--- config.mk ---
export PLATFORM = sky130hd
export DESIGN_NAME = phy_extended_control_two
export DESIGN_NICKNAME = d
export VERILOG_FILES = /design/src/phy_ctl_pkg.sv /design/src/phy_extended_control_two.sv
export SDC_FILE = /design/constraint.sdc
export NUM_CORES = 1
export LEC_CHECK = 0
export BUFFER_PORTS_ARGS = -buffer_cell sky130_fd_sc_hd__buf_2
export CAP_MARGIN = 10
export CORE_MARGIN = 4
export CORE_UTILIZATION = 47
export DETAILED_ROUTE_END_ITERATION = 8
export PLACE_DENSITY = 0.85
export SLEW_MARGIN = 0
export SYNTH_ARGS = -nofsm -noshare
export SYNTH_HDL_FRONTEND = slang
export SYNTH_SLANG_ARGS = --single-unit
--- constraint.sdc ---
create_clock -name clock -period 2.6 [get_ports clock]
set_clock_uncertainty 0.1 [all_clocks]
set_input_delay 0.39 -clock clock [delete_from_list [all_inputs] [get_ports clock]]
set_output_delay 0.39 -clock clock [all_outputs]
set_load 0.01 [all_outputs]
--- src/phy_ctl_pkg.sv ---
// package: register offsets, field positions, reset values and codes
// assumes: a 32-bit apb slave with 16-bit registers in the low bits
package phy_ctl_pkg;
  // ------------------------------------------------------------
  // register byte addresses
  // ------------------------------------------------------------
  localparam logic [7:0] ctl_one_addr    = 8'h14;  // first extended control
  localparam logic [7:0] ctl_two_addr    = 8'h18;  // second extended control
  localparam logic [7:0] reset_addr      = 8'h00;  // control, soft reset bit
  localparam logic [7:0] irq_stat_addr   = 8'h40;
  localparam logic [7:0] irq_en_addr     = 8'h44;
  localparam logic [7:0] irq_clr_addr    = 8'h48;
  localparam logic [7:0] link_stat_addr  = 8'h4C;
  // ------------------------------------------------------------
  // field positions
  // ------------------------------------------------------------
  localparam int soft_reset_bit  = 15;
  localparam int mode_lo         = 8;
  localparam int align_err_bit   = 1;
  localparam int edge_lo         = 13;
  localparam int low_power_bit   = 12;
  localparam int in_pre_lo       = 7;
  localparam int out_pre_bit     = 6;
  localparam int jumbo_lo        = 4;
  localparam int ampl_lo         = 1;
  localparam int loopback_bit    = 0;
  // ------------------------------------------------------------
  // reset values and codes
  // ------------------------------------------------------------
  localparam logic [5:0]  mode_reset     = 6'h00;
  localparam logic [2:0]  edge_reset     = 3'h6;
  localparam logic [1:0]  in_pre_reset   = 2'h0;
  localparam logic        out_pre_reset  = 1'b1;
  localparam logic [1:0]  jumbo_reset    = 2'h0;
  localparam logic [2:0]  ampl_reset     = 3'h0;
  localparam logic [1:0]  in_pre_resvd   = 2'h3;
  localparam logic [1:0]  jumbo_resvd    = 2'h3;
  localparam logic [15:0] ctl_two_mask   = 16'hF1FF;
  localparam logic [15:0] ctl_one_mask   = 16'h3F00;
  // max frame length in bytes per jumbo code
  localparam logic [15:0] len_normal     = 16'h05EE;  // 1518
  localparam logic [15:0] len_9k         = 16'h2400;  // 9216
  localparam logic [15:0] len_12k        = 16'h3000;  // 12288
  // interrupt status layout
  localparam int irq_align = 0;
  localparam int irq_mode  = 1;
  localparam int irq_w     = 2;
endpackage

--- src/phy_extended_control_two.sv ---
// phy second extended control bank with alignment flag and pending mode
// assumes: apb master on clock; align_err_evt is a same-clock pulse
`timescale 1ns/10ps
//
// Contract
// - alignment error sticky, cleared on read
// - new mode applies only at soft reset
// - mode reads show active, not pending; the link status register at 0x4C reads back the pending mode
// - bit 12 enables reduced power
// - input preamble 00/01/10, 11 reserved
// - bit 6 output preamble, resets 1
// - jumbo code selects max frame length
// - amplitude field, resets to 000
// - bit 0 enables connector loopback
module phy_extended_control_two
  import phy_ctl_pkg::*;
(
  input  wire logic        clock,
  input  wire logic        rstn,
  input  wire logic        psel,
  input  wire logic        penable,
  input  wire logic        pwrite,
  input  wire logic [7:0]  paddr,
  input  wire logic [31:0] pwdata,
  input  wire logic [3:0]  pstrb,
  output logic      [31:0] prdata,
  output logic             pready,
  output logic             pslverr,
  input  wire logic        align_err_evt,
  output logic      [5:0]  op_mode,
  output logic      [2:0]  edge_rate,
  output logic             low_power_en,
  output logic      [1:0]  in_preamble,
  output logic             out_preamble,
  output logic      [15:0] max_frame_len,
  output logic      [2:0]  tx_amplitude,
  output logic             loopback_en,
  output logic             soft_reset_pulse,
  output logic             irq
);
  import phy_ctl_pkg::*;

  // ------------------------------------------------------------
  // bus decode
  // ------------------------------------------------------------
  logic        wr_acc;
  logic        rd_acc;
  logic        known;
  logic [15:0] wdat;
  logic [15:0] ctl_two_r;
  logic [5:0]  pend_mode_r;
  logic [5:0]  mode_r;
  logic        align_r;
  logic [irq_w-1:0] irq_stat_r;
  logic [irq_w-1:0] irq_en_r;
  logic [31:0] rdata_nxt;
  logic        soft_rst;

  // single-cycle access: pready held high, no wait states
  assign pready  = 1'b1;
  assign wr_acc  = psel && penable && pwrite;
  assign rd_acc  = psel && penable && !pwrite;
  assign known   = (paddr == ctl_one_addr) || (paddr == ctl_two_addr)
                || (paddr == reset_addr) || (paddr == irq_stat_addr)
                || (paddr == irq_en_addr) || (paddr == irq_clr_addr)
                || (paddr == link_stat_addr);
  assign pslverr = psel && penable && !known;
  // only the low two byte lanes carry register bits
  assign wdat    = {pstrb[1] ? pwdata[15:8] : 8'h00,
                    pstrb[0] ? pwdata[7:0]  : 8'h00};
  assign soft_rst = wr_acc && (paddr == reset_addr)
                 && pstrb[1] && pwdata[soft_reset_bit];
  assign soft_reset_pulse = soft_rst;

  // ------------------------------------------------------------
  // second control register
  // ------------------------------------------------------------
  // sticky: only hardware reset restores defaults, soft reset keeps them
  always_ff @(posedge clock or negedge rstn)
  begin
    if (!rstn)
    begin
      ctl_two_r <= {edge_reset, 1'b0, 3'h0, in_pre_reset, out_pre_reset,
                    jumbo_reset, ampl_reset, 1'b0};
    end
    else if (wr_acc && paddr == ctl_two_addr)
    begin
      // byte lanes merge so a partial write keeps the other byte
      ctl_two_r[15:8] <= pstrb[1] ? (wdat[15:8] & ctl_two_mask[15:8])
                                  : ctl_two_r[15:8];
      ctl_two_r[7:0]  <= pstrb[0] ? wdat[7:0] : ctl_two_r[7:0];
    end
  end

  // decoded controls
  assign edge_rate    = ctl_two_r[edge_lo +: 3];
  assign low_power_en = ctl_two_r[low_power_bit];
  assign in_preamble  = ctl_two_r[in_pre_lo +: 2];
  assign out_preamble = ctl_two_r[out_pre_bit];
  assign tx_amplitude = ctl_two_r[ampl_lo +: 3];
  assign loopback_en  = ctl_two_r[loopback_bit];

  // jumbo code to frame length; reserved code falls back to normal
  // longer lengths rely on partner clock accuracy, not on this logic
  always_comb
  begin
    case (ctl_two_r[jumbo_lo +: 2])
      2'h1:    max_frame_len = len_9k;
      2'h2:    max_frame_len = len_12k;
      default: max_frame_len = len_normal;
    endcase
  end

  // ------------------------------------------------------------
  // operating mode: pending copy and active copy
  // ------------------------------------------------------------
  always_ff @(posedge clock or negedge rstn)
  begin
    if (!rstn)
      pend_mode_r <= mode_reset;
    else if (wr_acc && paddr == ctl_one_addr && pstrb[1])
      pend_mode_r <= pwdata[mode_lo +: 6];
  end

  // a write and a soft reset never share a cycle on one apb port
  always_ff @(posedge clock or negedge rstn)
  begin
    if (!rstn)
      mode_r <= mode_reset;
    else if (soft_rst)
      mode_r <= pend_mode_r;
  end
  assign op_mode = mode_r;

  // ------------------------------------------------------------
  // alignment flag, clear on read
  // ------------------------------------------------------------
  // a new error in the read cycle wins, so no event is lost
  always_ff @(posedge clock or negedge rstn)
  begin
    if (!rstn)
      align_r <= 1'b0;
    else if (align_err_evt)
      align_r <= 1'b1;
    else if (rd_acc && paddr == ctl_one_addr)
      align_r <= 1'b0;
  end

  // ------------------------------------------------------------
  // interrupts
  // ------------------------------------------------------------
  // set beats clear; bit 1 marks a mode change at soft reset
  always_ff @(posedge clock or negedge rstn)
  begin
    if (!rstn)
      irq_stat_r <= '0;
    else
    begin
      for (int i = 0; i < irq_w; i++)
      begin
        if ((i == irq_align && align_err_evt) ||
            (i == irq_mode && soft_rst && pend_mode_r != mode_r))
          irq_stat_r[i] <= 1'b1;
        else if (wr_acc && paddr == irq_clr_addr && pstrb[0] && pwdata[i])
          irq_stat_r[i] <= 1'b0;
      end
    end
  end

  always_ff @(posedge clock or negedge rstn)
  begin
    if (!rstn)
      irq_en_r <= '0;
    else if (wr_acc && paddr == irq_en_addr && pstrb[0])
      irq_en_r <= pwdata[irq_w-1:0];
  end

  assign irq = |(irq_stat_r & irq_en_r);

  // ------------------------------------------------------------
  // read mux
  // ------------------------------------------------------------
  // reserved bits and write-only registers read as zero
  always_comb
  begin
    rdata_nxt = 32'h0000_0000;
    case (paddr)
      ctl_one_addr:   rdata_nxt[15:0] = {2'b00, mode_r, 6'h00,
                                         align_r, 1'b0};
      ctl_two_addr:   rdata_nxt[15:0] = ctl_two_r & ctl_two_mask;
      irq_stat_addr:  rdata_nxt[irq_w-1:0] = irq_stat_r;
      irq_en_addr:    rdata_nxt[irq_w-1:0] = irq_en_r;
      link_stat_addr: rdata_nxt[5:0] = pend_mode_r;
      default:        rdata_nxt = 32'h0000_0000;
    endcase
  end
  // combinational data valid during the access phase
  assign prdata = rd_acc ? rdata_nxt : 32'h0000_0000;

  // ------------------------------------------------------------
  // checks
  // ------------------------------------------------------------
  align_hold_a: assert property (@(posedge clock) disable iff (!rstn)
    align_r && !(rd_acc && paddr == ctl_one_addr) |=> align_r)
    else $error("alignment flag dropped without read");
  align_clr_a: assert property (@(posedge clock) disable iff (!rstn)
    rd_acc && paddr == ctl_one_addr && !align_err_evt |=> !align_r)
    else $error("alignment flag not cleared by read");
  align_set_a: assert property (@(posedge clock) disable iff (!rstn)
    align_err_evt |=> align_r)
    else $error("alignment event not flagged");
  mode_apply_a: assert property (@(posedge clock) disable iff (!rstn)
    soft_rst |=> mode_r == $past(pend_mode_r))
    else $error("mode not applied at soft reset");
  mode_stable_a: assert property (@(posedge clock) disable iff (!rstn)
    !soft_rst |=> $stable(mode_r))
    else $error("mode changed without soft reset");
  mode_read_a: assert property (@(posedge clock) disable iff (!rstn)
    rd_acc && paddr == ctl_one_addr |-> prdata[13:8] == mode_r)
    else $error("mode read shows pending value");
  jumbo_len_a: assert property (@(posedge clock) disable iff (!rstn)
    ctl_two_r[5:4] == 2'h1 |-> max_frame_len == len_9k)
    else $error("jumbo code 01 length wrong");
  resvd_zero_a: assert property (@(posedge clock) disable iff (!rstn)
    rd_acc && paddr == ctl_two_addr |-> prdata[11:9] == 3'h0)
    else $error("reserved bits not zero");
  sticky_keep_a: assert property (@(posedge clock) disable iff (!rstn)
    soft_rst |=> $stable(ctl_two_r))
    else $error("control lost on soft reset");

  // ------------------------------------------------------------
  // checks: field writes land where the map says
  // ------------------------------------------------------------
  edge_write_a: assert property (
    @(posedge clock) disable iff (!rstn)
    wr_acc && paddr == ctl_two_addr && pstrb[1]
    |=> edge_rate == $past(pwdata[edge_lo +: 3]))
    else $error("edge rate write lost");
  power_write_a: assert property (
    @(posedge clock) disable iff (!rstn)
    wr_acc && paddr == ctl_two_addr && pstrb[1]
    |=> low_power_en == $past(pwdata[low_power_bit]))
    else $error("reduced power write lost");
  // the input preamble field straddles both byte lanes
  inpre_write_a: assert property (
    @(posedge clock) disable iff (!rstn)
    wr_acc && paddr == ctl_two_addr && pstrb[1] && pstrb[0]
    |=> in_preamble == $past(pwdata[in_pre_lo +: 2]))
    else $error("input preamble write lost");
  outpre_write_a: assert property (
    @(posedge clock) disable iff (!rstn)
    wr_acc && paddr == ctl_two_addr && pstrb[0]
    |=> out_preamble == $past(pwdata[out_pre_bit]))
    else $error("output preamble write lost");
  ampl_write_a: assert property (
    @(posedge clock) disable iff (!rstn)
    wr_acc && paddr == ctl_two_addr && pstrb[0]
    |=> tx_amplitude == $past(pwdata[ampl_lo +: 3]))
    else $error("amplitude write lost");
  loop_write_a: assert property (
    @(posedge clock) disable iff (!rstn)
    wr_acc && paddr == ctl_two_addr && pstrb[0]
    |=> loopback_en == $past(pwdata[loopback_bit]))
    else $error("loopback write lost");
  // a partial write must not disturb the other byte
  hi_keep_a: assert property (
    @(posedge clock) disable iff (!rstn)
    !pstrb[1]
    |=> ctl_two_r[15:8] == $past(ctl_two_r[15:8]))
    else $error("upper control byte disturbed");
  lo_keep_a: assert property (
    @(posedge clock) disable iff (!rstn)
    !pstrb[0]
    |=> ctl_two_r[7:0] == $past(ctl_two_r[7:0]))
    else $error("lower control byte disturbed");
  ctl_hold_a: assert property (
    @(posedge clock) disable iff (!rstn)
    !(wr_acc && paddr == ctl_two_addr)
    |=> $stable(ctl_two_r))
    else $error("control changed without write");

  // ------------------------------------------------------------
  // checks: frame length decode
  // ------------------------------------------------------------
  jumbo_12k_a: assert property (
    @(posedge clock) disable iff (!rstn)
    ctl_two_r[jumbo_lo +: 2] == 2'h2
    |-> max_frame_len == len_12k)
    else $error("jumbo code 10 length wrong");
  jumbo_norm_a: assert property (
    @(posedge clock) disable iff (!rstn)
    ctl_two_r[jumbo_lo +: 2] == 2'h0
    |-> max_frame_len == len_normal)
    else $error("normal frame length wrong");
  jumbo_resvd_a: assert property (
    @(posedge clock) disable iff (!rstn)
    ctl_two_r[jumbo_lo +: 2] == jumbo_resvd
    |-> max_frame_len == len_normal)
    else $error("reserved jumbo code length wrong");

  // ------------------------------------------------------------
  // checks: pending mode, flag read and interrupts
  // ------------------------------------------------------------
  pend_write_a: assert property (
    @(posedge clock) disable iff (!rstn)
    wr_acc && paddr == ctl_one_addr && pstrb[1]
    |=> pend_mode_r == $past(pwdata[mode_lo +: 6]))
    else $error("pending mode write lost");
  pend_hold_a: assert property (
    @(posedge clock) disable iff (!rstn)
    !(wr_acc && paddr == ctl_one_addr && pstrb[1])
    |=> $stable(pend_mode_r))
    else $error("pending mode changed without write");
  pulse_src_a: assert property (
    @(posedge clock) disable iff (!rstn)
    soft_reset_pulse
    |-> wr_acc && paddr == reset_addr)
    else $error("soft reset pulse without write");
  align_read_a: assert property (
    @(posedge clock) disable iff (!rstn)
    rd_acc && paddr == ctl_one_addr
    |-> prdata[align_err_bit] == align_r)
    else $error("alignment flag read wrong");
  one_resvd_a: assert property (
    @(posedge clock) disable iff (!rstn)
    rd_acc && paddr == ctl_one_addr
    |-> prdata[15:14] == 2'h0 && prdata[7:2] == 6'h00 && !prdata[0])
    else $error("first control reserved bits not zero");
  upper_zero_a: assert property (
    @(posedge clock) disable iff (!rstn)
    rd_acc
    |-> prdata[31:16] == 16'h0000)
    else $error("upper read half not zero");
  unmapped_zero_a: assert property (
    @(posedge clock) disable iff (!rstn)
    pslverr
    |-> prdata == 32'h0000_0000)
    else $error("unmapped read not zero");
  align_irq_a: assert property (
    @(posedge clock) disable iff (!rstn)
    align_err_evt
    |=> irq_stat_r[irq_align])
    else $error("alignment status not set");
  mode_irq_a: assert property (
    @(posedge clock) disable iff (!rstn)
    soft_rst && pend_mode_r != mode_r
    |=> irq_stat_r[irq_mode])
    else $error("mode change status not set");

  irq_level_a: assert property (@(posedge clock) disable iff (!rstn)
    irq == |(irq_stat_r & irq_en_r))
    else $error("irq level mismatch");
endmodule // phy_extended_control_two

==> results of run 1 <==
-- per-stage QoR --
step	worst slack (ns)	power, mW	area [um2]	utilization
after floorplan	0.537	0.558	2040	-
after global placement	0.297	0.575	2230	0.554
after detailed placement	0.312	0.578	2230	0.554
after CTS	0.296	1.01	2340	0.581
after global routing	0.212	1.04	2340	0.581
final	0.310	1.00	2340	0.581
-- metal layers --
layer / global-route usage / vias up / part of all wire
met5: 0 / - / 0
met4: 0.0492 / 0 / 0.010
met3: 0.0582 / 6 / 0.10
met2: 0.292 / 73 / 0.49
met1: 0.219 / 737 / 0.39
li1: - / 725 / -
-- state kept, by name, indices dropped and copies added (netlist names) --
name,cells
irq_en_r,2
ctl_two_r,13
irq_stat_r,2
align_r,1
op_mode,6
pend_mode_r,6
-- worst paths after layout --
path / start / end / slack [ns]
max: paddr[1] / prdata[3] / 0.31
min: rstn / op_mode[1] / 0.04
max reg2reg: op_mode[2] / irq_stat_r[1] / 1.37
min reg2reg: irq_stat_r[0] / irq_stat_r[0] / 0.40
max in group asynchronous: rstn / ctl_two_r[1] / 1.95
min in group clock: align_err_evt / irq_stat_r[0] / 0.21
-- layout make-up --
type | count | share of cell area
Inverter | 5 | 0.00801
Tap cell | 50 | 0.0267
Sequential cell | 30 | 0.322
Timing Repair Buffer | 82 | 0.181
Multi-Input combinational cell | 130 | 0.416
Clock buffer | 8 | 0.0470
-- logic make-up (layout without fill, tap and decap cells) --
logic type / count (synthesis) / count (layout) / synth area share
adder cells (fa/ha/maj): 2 / 2 / 0.0128
AO/OA/AOI/OAI: 19 / 19 / 0.0728
AND/OR/NAND/NOR: 50 / 50 / 0.171
buffers and inverters: 45 / 95 / 0.158
flip-flops: 30 / 30 / 0.385
multiplexers: 29 / 29 / 0.165
other: 2 / 23 / 0.00383
XOR/XNOR: 7 / 7 / 0.0313
-- power by group through the flow --
stage          Sequential (mW)  Clock [mW]  Combinational [mW]
3_5_place_dp             0.481           0              0.0967
6_report                 0.473       0.431              0.0969
2_1_floorplan            0.480           0              0.0779
5_1_grt                  0.473       0.461               0.108
4_1_cts                  0.473       0.439              0.0972
3_3_place_gp             0.481           0              0.0940
-- layout by cell type (no fill, tap or decap), types with 2 or more instances in the layout --
| cell | n |
|---|---|
| a22o_1 | 4 |
| a22oi_1 | 5 |
| and2_1 | 7 |
| buf_2 | 77 |
| buf_4 | 5 |
| clkbuf_8 | 8 |
| conb_1 | 23 |
| dfrtp_1 | 27 |
| dfstp_2 | 3 |
| ha_1 | 2 |
| inv_1 | 5 |
| mux2_2 | 27 |
| mux2i_1 | 2 |
| nand2_1 | 2 |
| nand2b_1 | 3 |
| nand3_1 | 4 |
| nand4_1 | 4 |
| nor2_1 | 10 |
| nor2b_1 | 2 |
| nor3_1 | 4 |
| nor4_4 | 2 |
| o21ai_0 | 2 |
| o22ai_1 | 2 |
| xnor2_1 | 5 |
| xor2_1 | 2 |
==> metrics, run 1 <==
# placed instances=297; crit path kind=input port to primary output; row count=23; slew margin rel.=0.571; GP Congestion=0.813; DR pass1 iterations=4; Multi-input gate area=a little under 0.001 mm2; Final Hold Vio Count=0; Syn Area/Cell=10.6 um2; die width=72.6 um; Final nets=306; number of fill cells=355; vias=between 1500 and 2000; Critical Path RT=2.11 ns; Clock Tree Root=clkbuf_8; synthesized area=0.00196 mm2; total grt overflow=0; Yosys cell types=43; die area=roughly 0.0053 mm2; clock power share=0.431; final period demand of the worst path=around 2.3 ns; vias in the first global route=~1500; initial antenna violation count=0; dominant cell by count in the synthesized netlist=buf_4; Buf/Inv on CP=3; Area contributors post-synth=dfrtp_1 34%, mux2_2 16%, buf_4 14%; reg2reg path depth=4; register area share after synthesis=0.385; Clock Latency Late Sink=0.28 ns; final setup TNS=0 ns; initial core utilization=0.486; HPWL Detailed=3660 um; PortBufs=a little under 80; Pins Over Slew Limit=0; Clock Sinks=30; RSZ-0062 raised after global routing=false; Most used DFF post-synth=dfrtp_1; CTS Hold Bufs=0; worst-margin pin slew=0.643 ns; gr usage total=0.176; biggest area consumer among synthesized cells=dfrtp_1; final wirelength=4520 um; post-synthesis cell count=184; critical-path cell list=buf_2 -> or4_4 -> nor3_1 -> buf_4 -> a22oi_1 -> nor2_1 -> buf_2; Leakage Power=roughly 1.3 nW; Yosys warning count=0; commonest cells in the netlist=37 x buf_4, 27 x dfrtp_1, 27 x mux2_2; clk buf depth=2; endpoints failing setup=0; CTS Buf Count=5; CP top delay family=simple AND/OR/NAND/NOR gates; tightest hold margin=0.0353 ns; Tcrit/Tclk final=0.881; share of the synthesized area in the top cell type=0.345; Crit path depth=7; DRC viols=0; core area=just over 0.004 mm2; status=complete, no violations; largest net degree at the start of global routing=31; Pwr per Cell Area=427 mW/mm2; Post-DRT Antenna Nets=0; Reg power frac=0.472; Layout Cells excl Fill=approximately 310; FMAX=437 MHz; net switching power=between 0.2 and 0.25 mW; CTS tree=done; drt via density=between 5 and 6; Slowest Stage Delay on Critical Path=0.58 ns; Max VDD drop=0.000374 V; FF+latch area=754 um2; Gate power share=0.097; Hold Crit Class=input port to async pin; CP dominant cell by count=buf_2; die height=72.6 um; fraction of registers with async set/reset=1.00; Clock transition at path regs=0.06 ns; CP Max Fanout=4; layout cells sized above 1=0.510; startpoint type of the worst setup path=input port; drt initial violations=58; # H-tree levels=2; slowest cell on the critical path=or4_4; I/O Pins=119; critical path capture point type=primary output; Worst EP arrival=1.80 ns; synth-to-layout area growth=19.5%; CTS-repair resized insts=0; antenna diode count=0; Internal=0.771 mW; synthesis-stage register bit count=30; max-cap violations=0; WL per Instance=around 15 um; first-pass GRT wire length=between 7000 and 8000 um; number of synthesized flops with an enable pin=0; Post-CTS Setup Bufs=0; Sw Share=0.229
(Power assumes the default switching activity.)
==> run 2: changes to the inputs <==
Settings changed: CELL_PAD_IN_SITES_DETAIL_PLACEMENT set to 0, CELL_PAD_IN_SITES_GLOBAL_PLACEMENT set to 1, CORE_UTILIZATION 47 to 34, PLACE_DENSITY 0.85 to not set, PLACE_DENSITY_LB_ADDON set to 0.2.
==> run 2 against run 1 <==
  * Hold slack gained 0.011 ns
  * Core utilization down 16 points
  * Clock-buffer cell count decreased by 1
  * Sequential cell count did not move
  * Sequential share of layout area shrank 0.15 points
  * Cell count up 7.2%
  * Critical endpoint unchanged
==> metrics, run 2 (synthesis results as in run 1) <==
DRC viols=0 (unchanged); Final Cell Area=0.00235 mm2 (+0.48%); number of fill cells=587 (+65%); slew margin rel.=0.553 (-0.0183); final setup TNS=0 ns (unchanged); DR pass1 iterations=4 (unchanged); die width=83.9 um (+16%); initial antenna violation count=0 (unchanged); register bank with the most flops=ctl_two_r; Clock Tree Root=clkbuf_8; CP Max Fanout=4 (unchanged); FMAX=436 MHz (-0.16%); drt initial violations=34 (-41%); critical-path cell list=buf_2 -> or4_4 -> nor3_1 -> buf_4 -> a22oi_1 -> nor2_1 -> buf_2; critical path capture point type=primary output; tightest hold margin=0.0463 ns (+0.0110 ns); row count=27 (+17%); total grt overflow=0 (unchanged); Buf/Inv on CP=3 (unchanged); Pwr per Cell Area=399 mW/mm2 (-6.7%); max FFs per register=13 (unchanged); core area=0.00554 mm2 (+38%); GP Congestion=0.802 (-1.3%); commonest non-fill, non-tap cells in the layout=77 x buf_2, 27 x mux2_2, 27 x dfrtp_1; clk buf depth=2 (unchanged); Max VDD drop=0.000273 V (-27%); RSZ-0062 raised after global routing=false; FF+latch area=754 um2 (unchanged); PortBufs=77 (unchanged); first-pass GRT wire length=7220 um (+1.6%); CTS Buf Count=5 (unchanged); WL per Instance=13.8 um (-6.7%); vias in the first global route=1492 (-0.20%); Leakage Power=1.25 nW (-0.61%); crit path kind=input port to primary output; CTS-repair resized insts=0 (unchanged); die height=83.9 um (+16%); reg2reg path depth=4 (unchanged); # H-tree levels=2 (unchanged); Clock transition at path regs=0.06 ns (about the same); Layout Cells excl Fill=327 (+7.2%); max-cap violations=0 (unchanged); I/O Pins=119 (unchanged); Post-DP Area=0.00227 mm2 (+1.6%); HPWL Detailed=3660 um (-0.24%); Clock Sinks=30 (unchanged); Critical Path RT=2.11 ns (about the same); Slowest Stage Delay on Critical Path=0.57 ns (about the same); Pins Over Slew Limit=0 (unchanged); Hold Crit Class=input port to async pin; layout cells sized above 1=0.506 (-0.00392); CTS tree=done; endpoints failing setup=0 (unchanged); antenna diode count=0 (unchanged); Crit path depth=7 (unchanged); CTS Hold Bufs=0 (unchanged); drt via density=4.50 (-11%); slowest cell on the critical path=or4_4; status=complete, no violations; Post-CTS Setup Bufs=0 (unchanged); Post-DRT Antenna Nets=0 (unchanged); Clock Latency Late Sink=0.28 ns (about the same); gr usage total=0.128 (-0.0477); # placed instances=320 (+7.7%); CP dominant cell by count=buf_2; initial core utilization=0.354 (-0.133); worst-margin pin slew=0.670 ns (+0.0274 ns); vias=1471 (-4.5%); die area=0.00704 mm2 (+34%); Tcrit/Tclk final=0.882 (+0.00144); CP top delay family=simple AND/OR/NAND/NOR gates; Final Hold Vio Count=0 (unchanged); synth-to-layout area growth=20.1%; Worst EP arrival=1.80 ns (about the same); Multi-input gate area=973 um2 (unchanged); final wirelength=4520 um (about the same); largest net degree at the start of global routing=31 (unchanged); final period demand of the worst path=2.29 ns (+0.00374 ns); most common cell after layout, fill and taps aside=buf_2; startpoint type of the worst setup path=input port; Final nets=307 (+0.33%)
[run 2: changes by cell type in the layout (fill, tap and decap cells not counted), sizes merged]
| cell | previous run | this run |
|---|---|---|
| buf | 82 | 83 |
| clkbuf | 8 | 7 |
[run 2: path summary, 6_finish.rpt]
| check | from | endpoint | slack, ns |
|---|---|---|---|
| worst max-delay path | paddr[1] | prdata[3] | 0.31 |
| worst min-delay path | rstn | op_mode[3] | 0.05 |
| worst max register to register | op_mode[5] | irq_stat_r[1] | 1.45 |
| worst min register to register | ctl_two_r[7] | ctl_two_r[7] | 0.42 |
| max in group asynchronous | rstn | ctl_two_r[4] | 1.92 |
| min in group clock | align_err_evt | irq_stat_r[0] | 0.22 |
[run 2: where the power goes]
group | total (mW) | switching, mW | internal (mW)
registers | 0.473 | 0.00236 | 0.470
clock network | 0.369 | 0.159 | 0.209
logic | 0.0967 | 0.0627 | 0.0341
[run 2: metal layers]
layer | global-route usage | vias up | routed length [um]
met2 | 0.195 | 61 | 1990
met5 | 0 | - | 0
met3 | 0.0494 | 7 | 408
li1 | - | 727 | -
met1 | 0.166 | 676 | 2060
met4 | 0.0439 | 0 | 63
[run 2: final cells by class]
| cell class | count | share of cell area |
|---|---|---|
| repair buffers | 83 | 0.183 |
| inverters | 5 | 0.00797 |
| multi-input cells | 130 | 0.414 |
| flip-flops and latches | 30 | 0.321 |
| clock buffers | 7 | 0.0367 |
| well taps | 72 | 0.0383 |
[run 2: worst reg2reg max path, cell delays in order (launching register included)]
cell and delay, ns:
dfrtp_1 0.41, xnor2_1 0.17, nand4_1 0.12, nor3_1 0.14
o2bb2ai_1 0.09
[run 2: stage by stage]
step	utilization	power, mW	setup WS, ns
6_report	0.425	0.938	0.306
3_5_place_dp	0.409	0.578	0.306
3_3_place_gp	0.409	0.578	0.294
5_1_grt	0.425	0.987	0.186
2_1_floorplan	-	0.558	0.537
4_1_cts	0.425	0.954	0.289
==> run 3: changes to the inputs <==
Settings changed: GPL_TIMING_DRIVEN set to 0, MAX_ROUTING_LAYER set to met4.
==> run 3 against run 2 <==
  * Clock power decreased by 5%
  * Combinational power increased by 31%
  * Power grew 1.4%
  * Largest power group unchanged
  * Hold slack barely moved
  * Setup slack got worse by 0.19 ns
  * Critical endpoint is now prdata[5]
  * Highest routed layer unchanged
  * Via count is 6.4% higher
==> metrics, run 3 (synthesis results as in run 1) <==
endpoints failing setup=0 (unchanged); Max VDD drop=0.000306 V (+12%); worst-margin pin slew=0.663 ns (-0.00708 ns); critical-path cell list=buf_2 -> or4_4 -> nor3_1 -> a22oi_1 -> nor2_1 -> buf_2; slowest cell on the critical path=or4_4; Final nets=339 (+10%); vias=1565 (+6.4%); Clock Tree Root=clkbuf_8; DR pass1 iterations=4 (unchanged); internal reg-to-reg setup slack=1.40 ns (-0.05 ns); WL per Instance=13.2 um (-4.7%); most common cell after layout, fill and taps aside=buf_2; Final Util=0.469 (+0.0440); HPWL Detailed=3750 um (+2.6%); Worst EP arrival=1.99 ns (+0.19 ns); synth-to-layout area growth=32.6%; row count=27 (unchanged); critical path capture point=prdata[5]; Buf/Inv on CP=2 (-1); Leakage Power=1.42 nW (+13%); Crit path depth=6 (-1); first-pass GRT wire length=7670 um (+6.2%); total grt overflow=0 (unchanged); number of fill cells=576 (-1.9%); startpoint type of the worst setup path=input port; Clock transition at path regs=0.06 ns (about the same); status=complete, no violations; die height=83.9 um (unchanged); layout cells sized above 1=0.556 (+0.0497); critical path startpoint=paddr[1]; Hold Crit Class=input port to async pin; largest net degree at the start of global routing=31 (unchanged); drt initial violations=38 (+12%); Layout Cells excl Fill=360 (+10%); CP top delay family=simple AND/OR/NAND/NOR gates; # H-tree levels=2 (unchanged); die area=0.00704 mm2 (unchanged); Slowest Stage Delay on Critical Path=0.58 ns (about the same); RR Startpoint=op_mode[5]; register bank with the most flops=ctl_two_r; reg2reg path depth=4 (unchanged); max FFs per register=13 (unchanged); CTS Buf Count=5 (unchanged); slew margin rel.=0.558 (+0.00472); initial core utilization=0.354 (unchanged); Critical Path RT=2.11 ns (about the same); critical path capture point type=primary output; vias in the first global route=1543 (+3.4%); final wirelength=4750 um (+4.9%); Tcrit/Tclk final=0.954 (+0.0715); max-cap violations=0 (unchanged); CP dominant cell by count=buf_2; final setup TNS=0 ns (unchanged); GP Congestion=0.780 (-2.8%); clk buf depth=2 (unchanged); RSZ-0062 raised after global routing=false; FMAX=403 MHz (-7.5%); Pwr per Cell Area=366 mW/mm2 (-8.2%); final worst slack=0.120 ns (-0.186 ns); crit path kind=input port to primary output; CTS Hold Bufs=0 (unchanged); drt via density=4.35 (-3.4%); die width=83.9 um (unchanged); PortBufs=75 (-2.6%); I/O Pins=119 (unchanged); PnR Total Power=0.951 mW (+1.4%); initial antenna violation count=0 (unchanged); core area=0.00554 mm2 (unchanged); Clock Latency Late Sink=0.28 ns (about the same); Clock Sinks=30 (unchanged); antenna diode count=0 (unchanged); DRC viols=0 (unchanged); Post-CTS Setup Bufs=0 (unchanged); reg2reg end=irq_stat_r[1]; gr usage total=0.140 (+0.0122); Post-DRT Antenna Nets=0 (unchanged); Multi-input gate area=987 um2 (+1.4%); FF+latch area=754 um2 (unchanged); DP Worst Slack=-0.0683 ns (-0.374 ns); CTS tree=done; CP Max Fanout=4 (unchanged); # placed instances=352 (+10%); commonest non-fill, non-tap cells in the layout=77 x buf_2, 37 x buf_4, 27 x mux2_2, 27 x dfrtp_1, 23 x conb_1; final period demand of the worst path=2.48 ns (+0.186 ns); Final Hold Vio Count=0 (unchanged); Pins Over Slew Limit=0 (unchanged)
run 3: changes by cell type in the layout (fill, tap and decap cells not counted), sizes merged:
cell,before,now
clkbuf,7,9
buf,83,114
run 3: layout make-up:
cell class,count,area share
multi-input combinational,130,0.380
sequential,30,0.290
timing repair buffer,75,0.145
buffer,40,0.112
tap,72,0.0347
clock buffer,8,0.0308
inverter,5,0.00723
run 3: worst min path at each step:
stage | from | to | slack [ns]
final | rstn | pend_mode_r[5] | 0.05
after global placement | rstn | ctl_two_r[13] | 0.37
after detailed placement | rstn | ctl_two_r[12] | 0.37
after floorplan | rstn | align_r | -0.006
after global routing | rstn | ctl_two_r[13] | 0.10
after CTS | rstn | irq_stat_r[1] | 0.08
run 3: layer usage:
layer	vias to the layer above	GRT usage	routed length, um
met5	-	-	0
met2	62	0.211	2190
li1	790	-	-
met3	5	0.0513	371
met4	0	0.0395	45
met1	708	0.178	2140
run 3: worst register-to-register path, stage by stage (launching register included):
cell and delay (ns):
dfrtp_1 0.43, xnor2_1 0.18, nand4_1 0.12, nor3_1 0.17, o2bb2ai_1 0.09
run 3: power by group:
group,total (mW),internal [mW],switching [mW]
combinational,0.127,0.0588,0.0684
sequential,0.473,0.470,0.00236
clock,0.351,0.190,0.161
total,0.951,0.719,0.232
run 3: repair_timing:
action,4_1_cts,5_1_grt
endpoints found under the setup margin,7,6
cloned,0,0
resized for setup,1,2
run 3: per-stage QoR:
| step | area [um2] | hold slack [ns] |
|---|---|---|
| finish | 2600 | 0.0459 |
| global route | 2600 | 0.101 |
| CTS | 2590 | 0.0752 |
| detailed placement | 2500 | 0.370 |
| global placement | 2500 | 0.369 |
| floorplan | 2040 | -0.00559 |
